## src/shared/stm_pkg.sv

```systemverilog
package stm_pkg;
    // ========================================
    // bus and register map
    localparam int ADDR_W = 8;
    localparam logic [7:0] OFS_CTRL0 = 8'h00;
    localparam logic [7:0] OFS_CTRL1 = 8'h04;
    localparam logic [7:0] OFS_CNT_LO = 8'h08;
    localparam logic [7:0] OFS_CNT_HI = 8'h0C;
    localparam logic [7:0] OFS_CMPA_LO = 8'h10;
    localparam logic [7:0] OFS_CMPA_HI = 8'h14;
    localparam logic [7:0] OFS_PERIOD = 8'h18;
    localparam logic [7:0] OFS_STATUS = 8'h1C;
    // ========================================
    // field positions
    localparam int C0_PAUSE = 7;
    localparam int C0_CKS_LSB = 4;
    localparam int C0_ON = 3;
    localparam int C1_MODE_LSB = 6;
    localparam int C1_FN_LSB = 4;
    localparam int C1_OC = 3;
    localparam int C1_POL = 2;
    localparam int C1_SWAP = 1;
    localparam int C1_CCLR = 0;
    localparam int ST_A = 0;
    localparam int ST_P = 1;
    // ========================================
    // reset values
    localparam logic [7:0] BYTE_RST = 8'h00;
    localparam logic [15:0] WORD_RST = 16'h0000;
    // ========================================
    // timing counts
    localparam logic [1:0] DIV4_END = 2'h3;
    localparam logic [3:0] DIV16_END = 4'hF;
    localparam logic [5:0] DIV64_END = 6'h3F;
    // subclock stands in as a slow divider of CLK
    localparam logic [15:0] SUB_DIV_END = 16'h03E7;
    localparam logic [16:0] FULL_SPAN = 17'h10000;
    // ========================================
    // encodings
    typedef enum logic [1:0] {
        MODE_CMP = 2'b00,
        MODE_CAP = 2'b01,
        MODE_PWM = 2'b10,
        MODE_TMR = 2'b11
    } mode_t;
    localparam logic [1:0] FN_NONE = 2'b00;
    localparam logic [1:0] FN_LOW = 2'b01;
    localparam logic [1:0] FN_HIGH = 2'b10;
    localparam logic [1:0] FN_TOGGLE = 2'b11;
    localparam logic [1:0] FN_INACT = 2'b00;
    localparam logic [1:0] FN_ACT = 2'b01;
    localparam logic [1:0] FN_PWM = 2'b10;
    localparam logic [2:0] CKS_SYS4 = 3'b000;
    localparam logic [2:0] CKS_SYS = 3'b001;
    localparam logic [2:0] CKS_H16 = 3'b010;
    localparam logic [2:0] CKS_H64 = 3'b011;
    localparam logic [2:0] CKS_SUB0 = 3'b100;
    localparam logic [2:0] CKS_SUB1 = 3'b101;
    localparam logic [2:0] CKS_EXTR = 3'b110;
    localparam logic [2:0] CKS_EXTF = 3'b111;
endpackage

```

## src/design/standard_timer.sv

```systemverilog
`timescale 1ns/1ps
module standard_timer (
    input wire logic CLK, // system clock
    input wire logic SRST, // synchronous reset
    input wire logic PSEL, // apb select
    input wire logic PENABLE, // apb enable
    input wire logic PWRITE, // apb direction
    input wire logic [stm_pkg::ADDR_W-1:0] PADDR, // apb address
    input wire logic [31:0] PWDATA, // apb write data
    output logic [31:0] PRDATA, // apb read data
    output logic PREADY, // apb ready
    output logic PSLVERR, // apb error
    input wire logic EXT_COUNT_CLOCK, // external count clock pin
    output logic TIMER_OUTPUT_PIN, // timer output level
    output logic TIMER_OUTPUT_PIN_EN // output enable
);
    import stm_pkg::*;

    // ========================================
    // register state
    logic pause_q;
    logic [2:0] cks_q;
    logic on_q;
    logic on_prev_q;
    mode_t mode_q;
    logic [1:0] fn_q;
    logic oc_q;
    logic pol_q;
    logic swap_q;
    logic cclr_q;
    logic [15:0] cmpa_q;
    logic [7:0] period_q;
    logic [15:0] cnt_q;
    logic flag_a_q;
    logic flag_p_q;
    logic pin_q;
    logic pready_q;
    logic [31:0] prdata_q;
    logic pslverr_q;
    logic out_q;
    logic out_en_q;

    // ========================================
    // apb slave
    logic acc_req;
    logic wr_en;
    logic addr_hit;
    logic [7:0] rd_byte;

    assign acc_req = PSEL && PENABLE && !pready_q;
    assign wr_en = PSEL && PENABLE && pready_q && PWRITE;

    always_comb begin
        addr_hit = 1'b1;
        rd_byte = BYTE_RST;
        unique case (PADDR)
            OFS_CTRL0: rd_byte = {pause_q, cks_q, on_q, 3'h0};
            OFS_CTRL1: rd_byte = {mode_q, fn_q, oc_q, pol_q, swap_q, cclr_q};
            OFS_CNT_LO: rd_byte = cnt_q[7:0];
            OFS_CNT_HI: rd_byte = cnt_q[15:8];
            OFS_CMPA_LO: rd_byte = cmpa_q[7:0];
            OFS_CMPA_HI: rd_byte = cmpa_q[15:8];
            OFS_PERIOD: rd_byte = period_q;
            OFS_STATUS: rd_byte = {6'h00, flag_p_q, flag_a_q};
            default: addr_hit = 1'b0;
        endcase
    end

    always_ff @(posedge CLK) begin
        if (SRST) begin
            pready_q <= 1'b0;
        end else begin
            pready_q <= acc_req;
        end
    end

    always_ff @(posedge CLK) begin
        if (SRST) begin
            prdata_q <= 32'h00000000;
            pslverr_q <= 1'b0;
        end else if (acc_req) begin
            prdata_q <= PWRITE ? 32'h00000000 : {24'h000000, rd_byte};
            pslverr_q <= !addr_hit;
        end
    end

    always_ff @(posedge CLK) begin
        if (SRST) begin
            pause_q <= 1'b0;
            cks_q <= CKS_SYS4;
            on_q <= 1'b0;
        end else if (wr_en && PADDR == OFS_CTRL0) begin
            pause_q <= PWDATA[C0_PAUSE];
            cks_q <= PWDATA[C0_CKS_LSB +: 3];
            on_q <= PWDATA[C0_ON];
        end
    end

    always_ff @(posedge CLK) begin
        if (SRST) begin
            mode_q <= MODE_CMP;
            fn_q <= FN_NONE;
            oc_q <= 1'b0;
            pol_q <= 1'b0;
            swap_q <= 1'b0;
            cclr_q <= 1'b0;
        end else if (wr_en && PADDR == OFS_CTRL1) begin
            mode_q <= mode_t'(PWDATA[C1_MODE_LSB +: 2]);
            fn_q <= PWDATA[C1_FN_LSB +: 2];
            oc_q <= PWDATA[C1_OC];
            pol_q <= PWDATA[C1_POL];
            swap_q <= PWDATA[C1_SWAP];
            cclr_q <= PWDATA[C1_CCLR];
        end
    end

    always_ff @(posedge CLK) begin
        if (SRST) begin
            cmpa_q <= WORD_RST;
            period_q <= BYTE_RST;
        end else if (wr_en) begin
            if (PADDR == OFS_CMPA_LO) begin
                cmpa_q[7:0] <= PWDATA[7:0];
            end
            if (PADDR == OFS_CMPA_HI) begin
                cmpa_q[15:8] <= PWDATA[7:0];
            end
            if (PADDR == OFS_PERIOD) begin
                period_q <= PWDATA[7:0];
            end
        end
    end

    // ========================================
    // count clock selection
    logic ext1_q;
    logic ext2_q;
    logic ext3_q;
    logic ext_lvl_q;
    logic ext_rise;
    logic ext_fall;
    logic [5:0] pre_q;
    logic [15:0] sub_q;
    logic sub_tick;
    logic tick;

    always_ff @(posedge CLK) begin
        if (SRST) begin
            ext1_q <= 1'b0;
            ext2_q <= 1'b0;
            ext3_q <= 1'b0;
            ext_lvl_q <= 1'b0;
        end else begin
            ext1_q <= EXT_COUNT_CLOCK;
            ext2_q <= ext1_q;
            ext3_q <= ext2_q;
            if (ext2_q == ext3_q) begin
                ext_lvl_q <= ext3_q;
            end
        end
    end

    assign ext_rise = (ext2_q == ext3_q) && ext3_q && !ext_lvl_q;
    assign ext_fall = (ext2_q == ext3_q) && !ext3_q && ext_lvl_q;
    assign sub_tick = (sub_q == SUB_DIV_END);

    always_ff @(posedge CLK) begin
        if (SRST) begin
            pre_q <= 6'h00;
            sub_q <= WORD_RST;
        end else begin
            pre_q <= pre_q + 6'h01;
            sub_q <= sub_tick ? WORD_RST : sub_q + 16'h0001;
        end
    end

    always_comb begin
        tick = 1'b0;
        unique case (cks_q)
            CKS_SYS4: tick = (pre_q[1:0] == DIV4_END);
            CKS_SYS: tick = 1'b1;
            CKS_H16: tick = (pre_q[3:0] == DIV16_END);
            CKS_H64: tick = (pre_q == DIV64_END);
            CKS_SUB0: tick = sub_tick;
            CKS_SUB1: tick = sub_tick;
            CKS_EXTR: tick = ext_rise;
            CKS_EXTF: tick = ext_fall;
        endcase
    end

    // ========================================
    // counter and comparators
    logic on_rise;
    logic run_tick;
    logic cmp_like;
    logic pwm_mode;
    logic [15:0] cnt_inc;
    logic match_a;
    logic match_p;
    logic clr;
    logic set_a;
    logic set_p;

    assign on_rise = on_q && !on_prev_q;
    assign run_tick = on_q && !pause_q && tick;
    assign cmp_like = (mode_q == MODE_CMP) || (mode_q == MODE_TMR);
    assign pwm_mode = (mode_q == MODE_PWM);
    assign cnt_inc = cnt_q + 16'h0001;
    // A zero compare value never matches outside PWM
    assign match_a = run_tick && (cnt_inc == cmpa_q) && (cmpa_q != WORD_RST || pwm_mode);
    // period zero makes the match the overflow itself
    assign match_p = run_tick && (cnt_inc == {period_q, 8'h00});

    always_comb begin
        clr = match_p;
        if (cmp_like) begin
            clr = cclr_q ? match_a : match_p;
        end else if (pwm_mode) begin
            clr = swap_q ? match_a : match_p;
        end
    end

    assign set_a = match_a && (mode_q != MODE_CAP);
    assign set_p = match_p && (mode_q != MODE_CAP) && !(cmp_like && cclr_q);

    always_ff @(posedge CLK) begin
        if (SRST) begin
            on_prev_q <= 1'b0;
        end else begin
            on_prev_q <= on_q;
        end
    end

    always_ff @(posedge CLK) begin
        if (SRST) begin
            cnt_q <= WORD_RST;
        end else if (on_rise) begin
            cnt_q <= WORD_RST;
        end else if (run_tick) begin
            cnt_q <= clr ? WORD_RST : cnt_inc;
        end
    end

    // set wins over a same-cycle clear
    always_ff @(posedge CLK) begin
        if (SRST) begin
            flag_a_q <= 1'b0;
            flag_p_q <= 1'b0;
        end else begin
            flag_a_q <= set_a || (flag_a_q && !(wr_en && PADDR == OFS_STATUS && PWDATA[ST_A]));
            flag_p_q <= set_p || (flag_p_q && !(wr_en && PADDR == OFS_STATUS && PWDATA[ST_P]));
        end
    end

    // ========================================
    // output pin
    logic [16:0] duty17;
    logic [16:0] per17;
    logic full_duty;
    logic pwm_active;
    logic pwm_lvl;
    logic out_d;

    always_ff @(posedge CLK) begin
        if (SRST) begin
            pin_q <= 1'b0;
        end else if (on_rise) begin
            pin_q <= oc_q;
        end else if (set_a && mode_q == MODE_CMP) begin
            unique case (fn_q)
                FN_NONE: pin_q <= pin_q;
                FN_LOW: pin_q <= 1'b0;
                FN_HIGH: pin_q <= 1'b1;
                FN_TOGGLE: pin_q <= !pin_q;
            endcase
        end
    end

    always_comb begin
        if (swap_q) begin
            per17 = (cmpa_q == WORD_RST) ? FULL_SPAN : {1'b0, cmpa_q};
            duty17 = (period_q == BYTE_RST) ? FULL_SPAN : {1'b0, period_q, 8'h00};
        end else begin
            per17 = (period_q == BYTE_RST) ? FULL_SPAN : {1'b0, period_q, 8'h00};
            duty17 = {1'b0, cmpa_q};
        end
    end

    assign full_duty = (duty17 >= per17);
    assign pwm_active = full_duty || ({1'b0, cnt_q} < duty17);

    always_comb begin
        pwm_lvl = 1'b0;
        unique case (fn_q)
            FN_INACT: pwm_lvl = 1'b0;
            FN_ACT: pwm_lvl = 1'b1;
            FN_PWM: pwm_lvl = pwm_active;
            default: pwm_lvl = 1'b0;
        endcase
    end

    // active level then polarity inversion
    assign out_d = pol_q ^ (pwm_mode ? (oc_q ? pwm_lvl : !pwm_lvl) : pin_q);

    always_ff @(posedge CLK) begin
        if (SRST) begin
            out_q <= 1'b0;
            out_en_q <= 1'b0;
        end else begin
            out_q <= out_d;
            out_en_q <= (mode_q == MODE_CMP) || pwm_mode;
        end
    end

    assign PRDATA = prdata_q;
    assign PREADY = pready_q;
    assign PSLVERR = pslverr_q;
    assign TIMER_OUTPUT_PIN = out_q;
    assign TIMER_OUTPUT_PIN_EN = out_en_q;
endmodule

```

## config.mk

```make
export PLATFORM = sky130hd
export DESIGN_NAME = standard_timer
export DESIGN_NICKNAME = d
export VERILOG_FILES = /design/src/shared/stm_pkg.sv /design/src/design/standard_timer.sv
export SDC_FILE = /design/constraint.sdc
export NUM_CORES = 1
export LEC_CHECK = 0
export ABC_AREA = 1
export BUFFER_PORTS_ARGS = -buffer_cell sky130_fd_sc_hd__buf_4
export CAP_MARGIN = 15
export CORE_MARGIN = 5
export CORE_UTILIZATION = 35
export CTS_CLUSTER_SIZE = 20
export DETAILED_ROUTE_END_ITERATION = 10
export SLEW_MARGIN = 5
export SYNTH_ARGS = -nofsm -noshare
export SYNTH_HDL_FRONTEND = slang
export SYNTH_SLANG_ARGS = --single-unit
```

## constraint.sdc

```tcl
create_clock -name CLK -period 6.8 [get_ports CLK]
set_input_delay 0.34 -clock CLK [delete_from_list [all_inputs] [get_ports CLK]]
set_output_delay 0.34 -clock CLK [all_outputs]
set_load 0.05 [all_outputs]
```

## Yosys cells after proc, flatten, opt, wreduce, memory -nomap -nowiden

Index checks and enable logic that the tools add are counted.

- Bits in registers: 119
- Bits of input ports: 46
- Output and inout bits: 36
- Logic and storage cells: 140

- $add $sub $neg: 3
- Order comparisons: 2
- Equal/unequal tests: 28
- Mux-type cells: 19
- Bitwise operators: 1
- Reductions and logical operators: 59

Operators by type and width:

| operator | number |
|---|---|
| 2-to-1 mux 17 bit | 4 |
| one-hot mux 8 bit (8 select lines) | 1 |
| adder 16 x 1 -> 16 bit (second input constant) | 2 |
| == test 16 bit | 2 |
| == test 8 x 5 -> 1 bit (second input constant) | 4 |
| logical AND 1 bit | 26 |
| greater-or-equal comparator 17 bit | 1 |
| < comparator 16 x 17 -> 1 bit | 1 |
| == test 16 x 10 -> 1 bit (second input constant) | 1 |
| == test 8 x 4 -> 1 bit (second input constant) | 2 |
| zero test 16 bit | 1 |
| zero test 8 bit | 2 |
| 2-to-1 mux 16 bit | 1 |
| nonzero test 16 bit | 1 |
| == test 3 bit (second input constant) | 4 |
| zero test 1 bit | 11 |
| == test 2 bit (second input constant) | 5 |
| 2-to-1 mux 1 bit | 9 |
| == test 8 x 3 -> 1 bit (second input constant) | 1 |
| 2-to-1 mux 8 bit | 1 |
| AND reduction 2 bit | 4 |
| OR reduction 8 bit | 1 |
| one-hot mux 1 bit (7 select lines) | 1 |
| adder 6 x 1 -> 6 bit (second input constant) | 1 |
| other kinds (16) | 25 |

## Longest topological paths before layout

- Word-level depth: 11
- Depth in mapped cells: 22
- Depth with buffers taken out: 21

## Least setup slack after synthesis

Ideal clock, no wire load.

- Path type: reg-to-reg
- From: reg swap_q
- To: reg out_q, in the netlist TIMER_OUTPUT_PIN
- Library setup time: 115 ps
- Arrival time: 2342 ps
- Data required time: 6685 ps
- Slack: 4343 ps
- Cell stages (with the launch flop): 19
- Path buffers: 2
- Period minus slack after synthesis: 2457 ps
- Path through: dfxtp_1 > clkbuf_1 > inv_1 > clkbuf_1 > nor4_1 > ha_1 > nand4_1 > nor3_1 > nand3b_1 > a21oi_1 > nor2_1 > nand2_1 > nand2_1 > nand2_1 > nand2_1 > nand2_1 > nand3_1 > a21oi_1 > nor2_1

- Word-level cells in the longest chain between the ends: 8
- Elaborated cells between the ends (all ways): 10
- Classes of those cells: order compare: 2; mux: 5; bitwise: 1; reduce/logical: 2

RTL lines:

| item | line | RTL |
|---|---|---|
| from (decl) | standard_timer.sv:29 | `logic swap_q;` |
| from (signal assigned) | standard_timer.sv:112 | `swap_q <= PWDATA[C1_SWAP];` |
| 2-to-1 mux 17 bit | standard_timer.sv:280 | `if (swap_q) begin` |
| greater-or-equal comparator 17 bit / < comparator 16 x 17 -> 1 bit (equally long branches) | standard_timer.sv:289, standard_timer.sv:290 |  |
| logical OR 1 bit * | standard_timer.sv:290 | `assign pwm_active = full_duty \|\| ({1'b0, cnt_q} < duty17);` |
| one-hot mux 1 bit (2 select lines) * | standard_timer.sv:294 | `unique case (fn_q)` |
| zero test 1 bit | standard_timer.sv:303 | `assign out_d = pol_q ^ (pwm_mode ? (oc_q ? pwm_lvl : !pwm_lvl) : pin_q);` |
| 2-to-1 mux 1 bit * (2 in a row) | standard_timer.sv:303 |  |
| bitwise XOR 1 bit * | standard_timer.sv:303 |  |
| to (signal assigned) | standard_timer.sv:310 | `out_q <= out_d;` |
| to (decl) | standard_timer.sv:40 | `logic out_q;` |

Every way passes the cells marked *; elsewhere a longest branch is shown, timed or not.
A chain may end at the register's enable or synchronous reset.

## Final worst setup path

- From: reg cnt_q[0]
- To: reg cnt_q[3]

- Word-level cells in the longest chain between the ends: 8
- Elaborated cells between the ends (all ways): 11
- Classes of those cells: add/sub: 1; eq/ne: 2; mux: 5; reduce/logical: 3

RTL lines:

| item | line | RTL |
|---|---|---|
| from (decl) | standard_timer.sv:33 | `logic [15:0] cnt_q;` |
| from (signal assigned) | standard_timer.sv:240 | `cnt_q <= clr ? WORD_RST : cnt_inc;` |
| adder 16 x 1 -> 16 bit * | standard_timer.sv:208 | `assign cnt_inc = cnt_q + 16'h0001;` |
| == test 16 bit | standard_timer.sv:210 | `assign match_a = run_tick && (cnt_inc == cmpa_q) && (cmpa_q != WORD_RST \|\| pwm_mode);` |
| logical AND 1 bit (2 in a row) | standard_timer.sv:210 |  |
| 2-to-1 mux 1 bit | standard_timer.sv:219 | `clr = swap_q ? match_a : match_p;` |
| 2-to-1 mux 1 bit | standard_timer.sv:218 | `end else if (pwm_mode) begin` |
| 2-to-1 mux 1 bit | standard_timer.sv:216 | `if (cmp_like) begin` |
| 2-to-1 mux 16 bit * | standard_timer.sv:240 |  |

Marks and branches as above.

==> run_results.csv <==
group,metric,value,unit
worst_setup_path,worst-path-buf-inv,1,
synthesis,synth_compound_area_frac,0.169,
pwr,pwr-share-clk,0.437,
floorplan,coreArea,0.0174,sq mm
synthesis,synth_ff_type,"dfxtp_1",
pwr,leakagePower,2.71,nW
pwr,p_seq_frac,0.496,
timing,rsz0062_at_grt,"false",
synthesis,syn_inst,938,
grt,track_usage,0.185,
synthesis,yosys.area_share.simple,0.315,
worst_setup_path,path_max_fanout,16,
synthesis,synth_enable_flop_cells,0,
grt,grt_pass1_vias,5385,
floorplan,fp-row-count,48,
pwr,p_int,0.832,mW
timing,fin_setup_tns,0,ps
synthesis,synth_top_family_by_area,"simple AND/OR/NAND/NOR gates",
min_path,hold_path_class,"in -> reg",
clock_network,cts_buffers,9,
run_status,status,"completed",
timing,worstMarginPinSlew,931,ps
pwr,p_switching,0.304,mW
place,dp_slack,3560,ps
routing,drc,0,
place,gp_congestion,0.929,
synthesis,yosys.area.top_type,"dfxtp_1",
grt,grt_max_degree,43,
cells_and_area,fin_util,0.394,
synthesis,synthTopCellsByArea,"dfxtp_1 31%, nand2_1 11%, a21oi_1 8.0%",
timing,period_share,0.476,
timing,finalSetupViolCount,0,
synthesis,synth_xor_area_frac,0.0183,
timing,hold-worst-slack,182,ps
synthesis,avgSynthCellArea,6.63,sq um
clock_network,clock-root-buffer,"clkbuf_16",
synthesis,async_reset_ff_frac,0,
pwr,power,1.14,mW
clock_network,cts_setup_buffers,0,
synthesis,synth_top_cell_area_share,0.306,
worst_setup_path,path_delay_family,"simple AND/OR/NAND/NOR gates",
timing,clock.fmax,309,MHz
cells_and_area,fin_cells,1188,
routing,vias,6081,
cells_and_area,seqCellArea,0.00190,sq mm
timing,finClkSkew,7.97,ps
timing,finalWorstSetupSlack,3570,ps
clock_network,cts.htree.levels,3,
routing,drt_iter0_markers,470,
floorplan,die_x,143,um
routing,wl_per_cell,15.8,um
cells_and_area,multi_input_comb_area,0.00368,sq mm
pwr,power_density,166,mW/mm^2
clock_network,ctsHoldBuffers,0,
clock_network,cts_tree,"done",
worst_setup_path,criticalPathCategory,"reg -> reg",
pwr,peakVddDrop,127,uV
worst_setup_path,endpoint_kind,"register",
timing,fin_crit,3230,ps
place,hpwl,14400,um
routing,antenna_left,0,
routing,drt-total-wl,18800,um
synthesis,synthMuxAreaShare,0,
synthesis,ys_seq_area_frac,0.306,
clock_network,clk_latency,350,ps
synthesis,synth-adder-area-share,0.0745,
cells_and_area,fillers,1901,
synthesis,synth.distinct_cells,45,
synthesis,synth.cell_area,0.00621,sq mm
grt,overflow,0,
routing,drtPass1Iterations,5,
worst_setup_path,start_kind,"register",
synthesis,ys_seq_elements,95,
place,io_buffers,33,
cells_and_area,final_area,0.00684,sq mm
place,place_inst,1172,
place,placedInstanceArea,0.00656,sq mm
floorplan,die_area,0.0205,sq mm
worst_setup_path,cp_slowest_cell,"nand4_1",
timing,hold_viol,0,
timing,maxSlewViolCount,0,
worst_setup_path,crit_arrival,3450,ps
synthesis,synth-warning-count,0,
cells_and_area,num_antenna_cells,0,
clock_network,clock_path_buffers,2,
job,maxCapViolCount,0,
cells_and_area,drive_above_1_share,0.0852,
clock_network,clk_pin_slew_worst_paths,70,ps
pwr,netSwitchingFraction,0.267,
worst_setup_path,critical_path.max_stage_delay,660,ps
worst_setup_path,worstPathCellList,"ha_1 -> inv_2 -> nor2_4 -> nand2_1 -> nand2_1 -> nand4_1 -> nor3_1 -> nand2_1 -> nor2_1 -> nand4_1 -> nand4_1 -> a21oi_1",
routing,via_per_inst,5.12,
worst_setup_path,cp.required,7020,ps
pwr,combPwrFrac,0.067,
grt,antenna_found_initial,0,
floorplan,initial_utilization,0.358,
grt,grt_pass1_wl,29600,um
cells_and_area,area_growth,10.1,%
floorplan,ios,82,
clock_network,post_cts_resized,0,
floorplan,die-height,143,um
clock_network,cts.sinks,95,
cells_and_area,fin_nets,1041,
timing,slew_headroom,0.379,
-- per-layer routing --
| metal | vias to the layer above | track usage | wire [um] |
|---|---|---|---|
| li1 | 3110 | - | - |
| met1 | 2757 | 0.268 | 9090 |
| met2 | 183 | 0.280 | 8170 |
| met3 | 31 | 0.0208 | 1030 |
| met4 | 0 | 0.0728 | 499 |
| met5 | - | 0 | 0 |
-- cells in the final DEF (no fill, tap or decap), drive strengths merged --
cell type / Yosys / layout
buf: 29 / 36
a221oi: 2 / 2
xor2: 10 / 10
nand4: 32 / 32
o31ai: 2 / 2
or2: 4 / 4
o22ai: 14 / 14
o21ai: 65 / 65
o21a: 1 / 1
a31o: 1 / 1
o221ai: 5 / 5
dfxtp: 95 / 95
nand2: 195 / 195
o41ai: 1 / 1
o2111ai: 1 / 1
a21oi: 99 / 99
nor4: 4 / 4
ha: 37 / 37
clkinvlp: 0 / 3
nor3: 17 / 17
nand3b: 1 / 1
a21o: 1 / 1
nor2: 115 / 115
inv: 114 / 117
xnor2: 3 / 3
o21bai: 2 / 2
nor3b: 4 / 4
and3: 1 / 1
or3: 2 / 2
conb: 1 / 24
nand3: 59 / 59
clkbuf: 21 / 10
-- worst min-delay path, stage by stage --
cell and delay [ps]:
buf_4 70, inv_1 30, nor2_1 60
-- synth_stat cells (2+ instances only) --
cell type,count
nand3_4,2
buf_2,2
nor2_1,106
o21bai_1,2
o21ai_0,61
nand2_2,7
a21oi_1,99
a221oi_1,2
clkbuf_1,21
ha_1,37
nand4_1,31
nor3b_1,4
or2_2,2
xor2_1,10
nor4_1,4
nor3_1,17
o22ai_1,14
nor2_4,4
inv_1,111
o221ai_1,5
o21ai_2,3
nand2_1,187
nor2_2,5
buf_4,26
nand3_1,56
dfxtp_1,95
or3_1,2
xnor2_1,3
o31ai_1,2
inv_2,3
-- registers in the layout (all words and copies together), names as in the netlist, 2 cells and up --
signal and count:
PRDATA 8, cks_q 3, cmpa_q 16, cnt_q 16, fn_q 2, mode_q 2, period_q 8, pre_q 6
sub_q 16
-- power by group through the flow --
stage | registers (mW) | clock network [mW] | logic [mW]
2_1_floorplan | 0.579 | 0 | 0.0612
3_3_place_gp | 0.576 | 0 | 0.0752
3_5_place_dp | 0.576 | 0 | 0.0757
4_1_cts | 0.563 | 0.511 | 0.0758
5_1_grt | 0.564 | 0.537 | 0.0824
6_report | 0.563 | 0.496 | 0.0758
-- area by class of cell --
| cell class | instances | area share |
|---|---|---|
| Multi-Input combinational cell | 702 | 0.537 |
| Sequential cell | 95 | 0.278 |
| Inverter | 114 | 0.0626 |
| Tap cell | 225 | 0.0412 |
| Timing Repair Buffer | 36 | 0.0395 |
| Clock buffer | 10 | 0.0335 |
| Clock inverter | 6 | 0.00787 |
-- path summary, 6_finish.rpt --
| check | start | endpoint | slack (ps) | depth (start not counted) |
|---|---|---|---|---|
| max | cnt_q[0]$_SDFFE_PP0P_ | cnt_q[3]$_SDFFE_PP0P_ | 3570 | 12 |
| min | EXT_COUNT_CLOCK | ext1_q$_SDFF_PP0_ | 180 | 3 |
| max reg2reg | cnt_q[0]$_SDFFE_PP0P_ | cnt_q[3]$_SDFFE_PP0P_ | 3570 | 12 |
| min reg2reg | ext1_q$_SDFF_PP0_ | ext2_q$_SDFF_PP0_ | 410 | 2 |
-- logic make-up after synthesis --
logic type	count (synthesis)
and+or+nand+nor	434
AOI/OAI and AO/OA	194
buffers and inverters	164
DFF	95
adders and majority gates	37
xor gates and xnor gates	13
other	1
(Power assumes the default switching activity.)
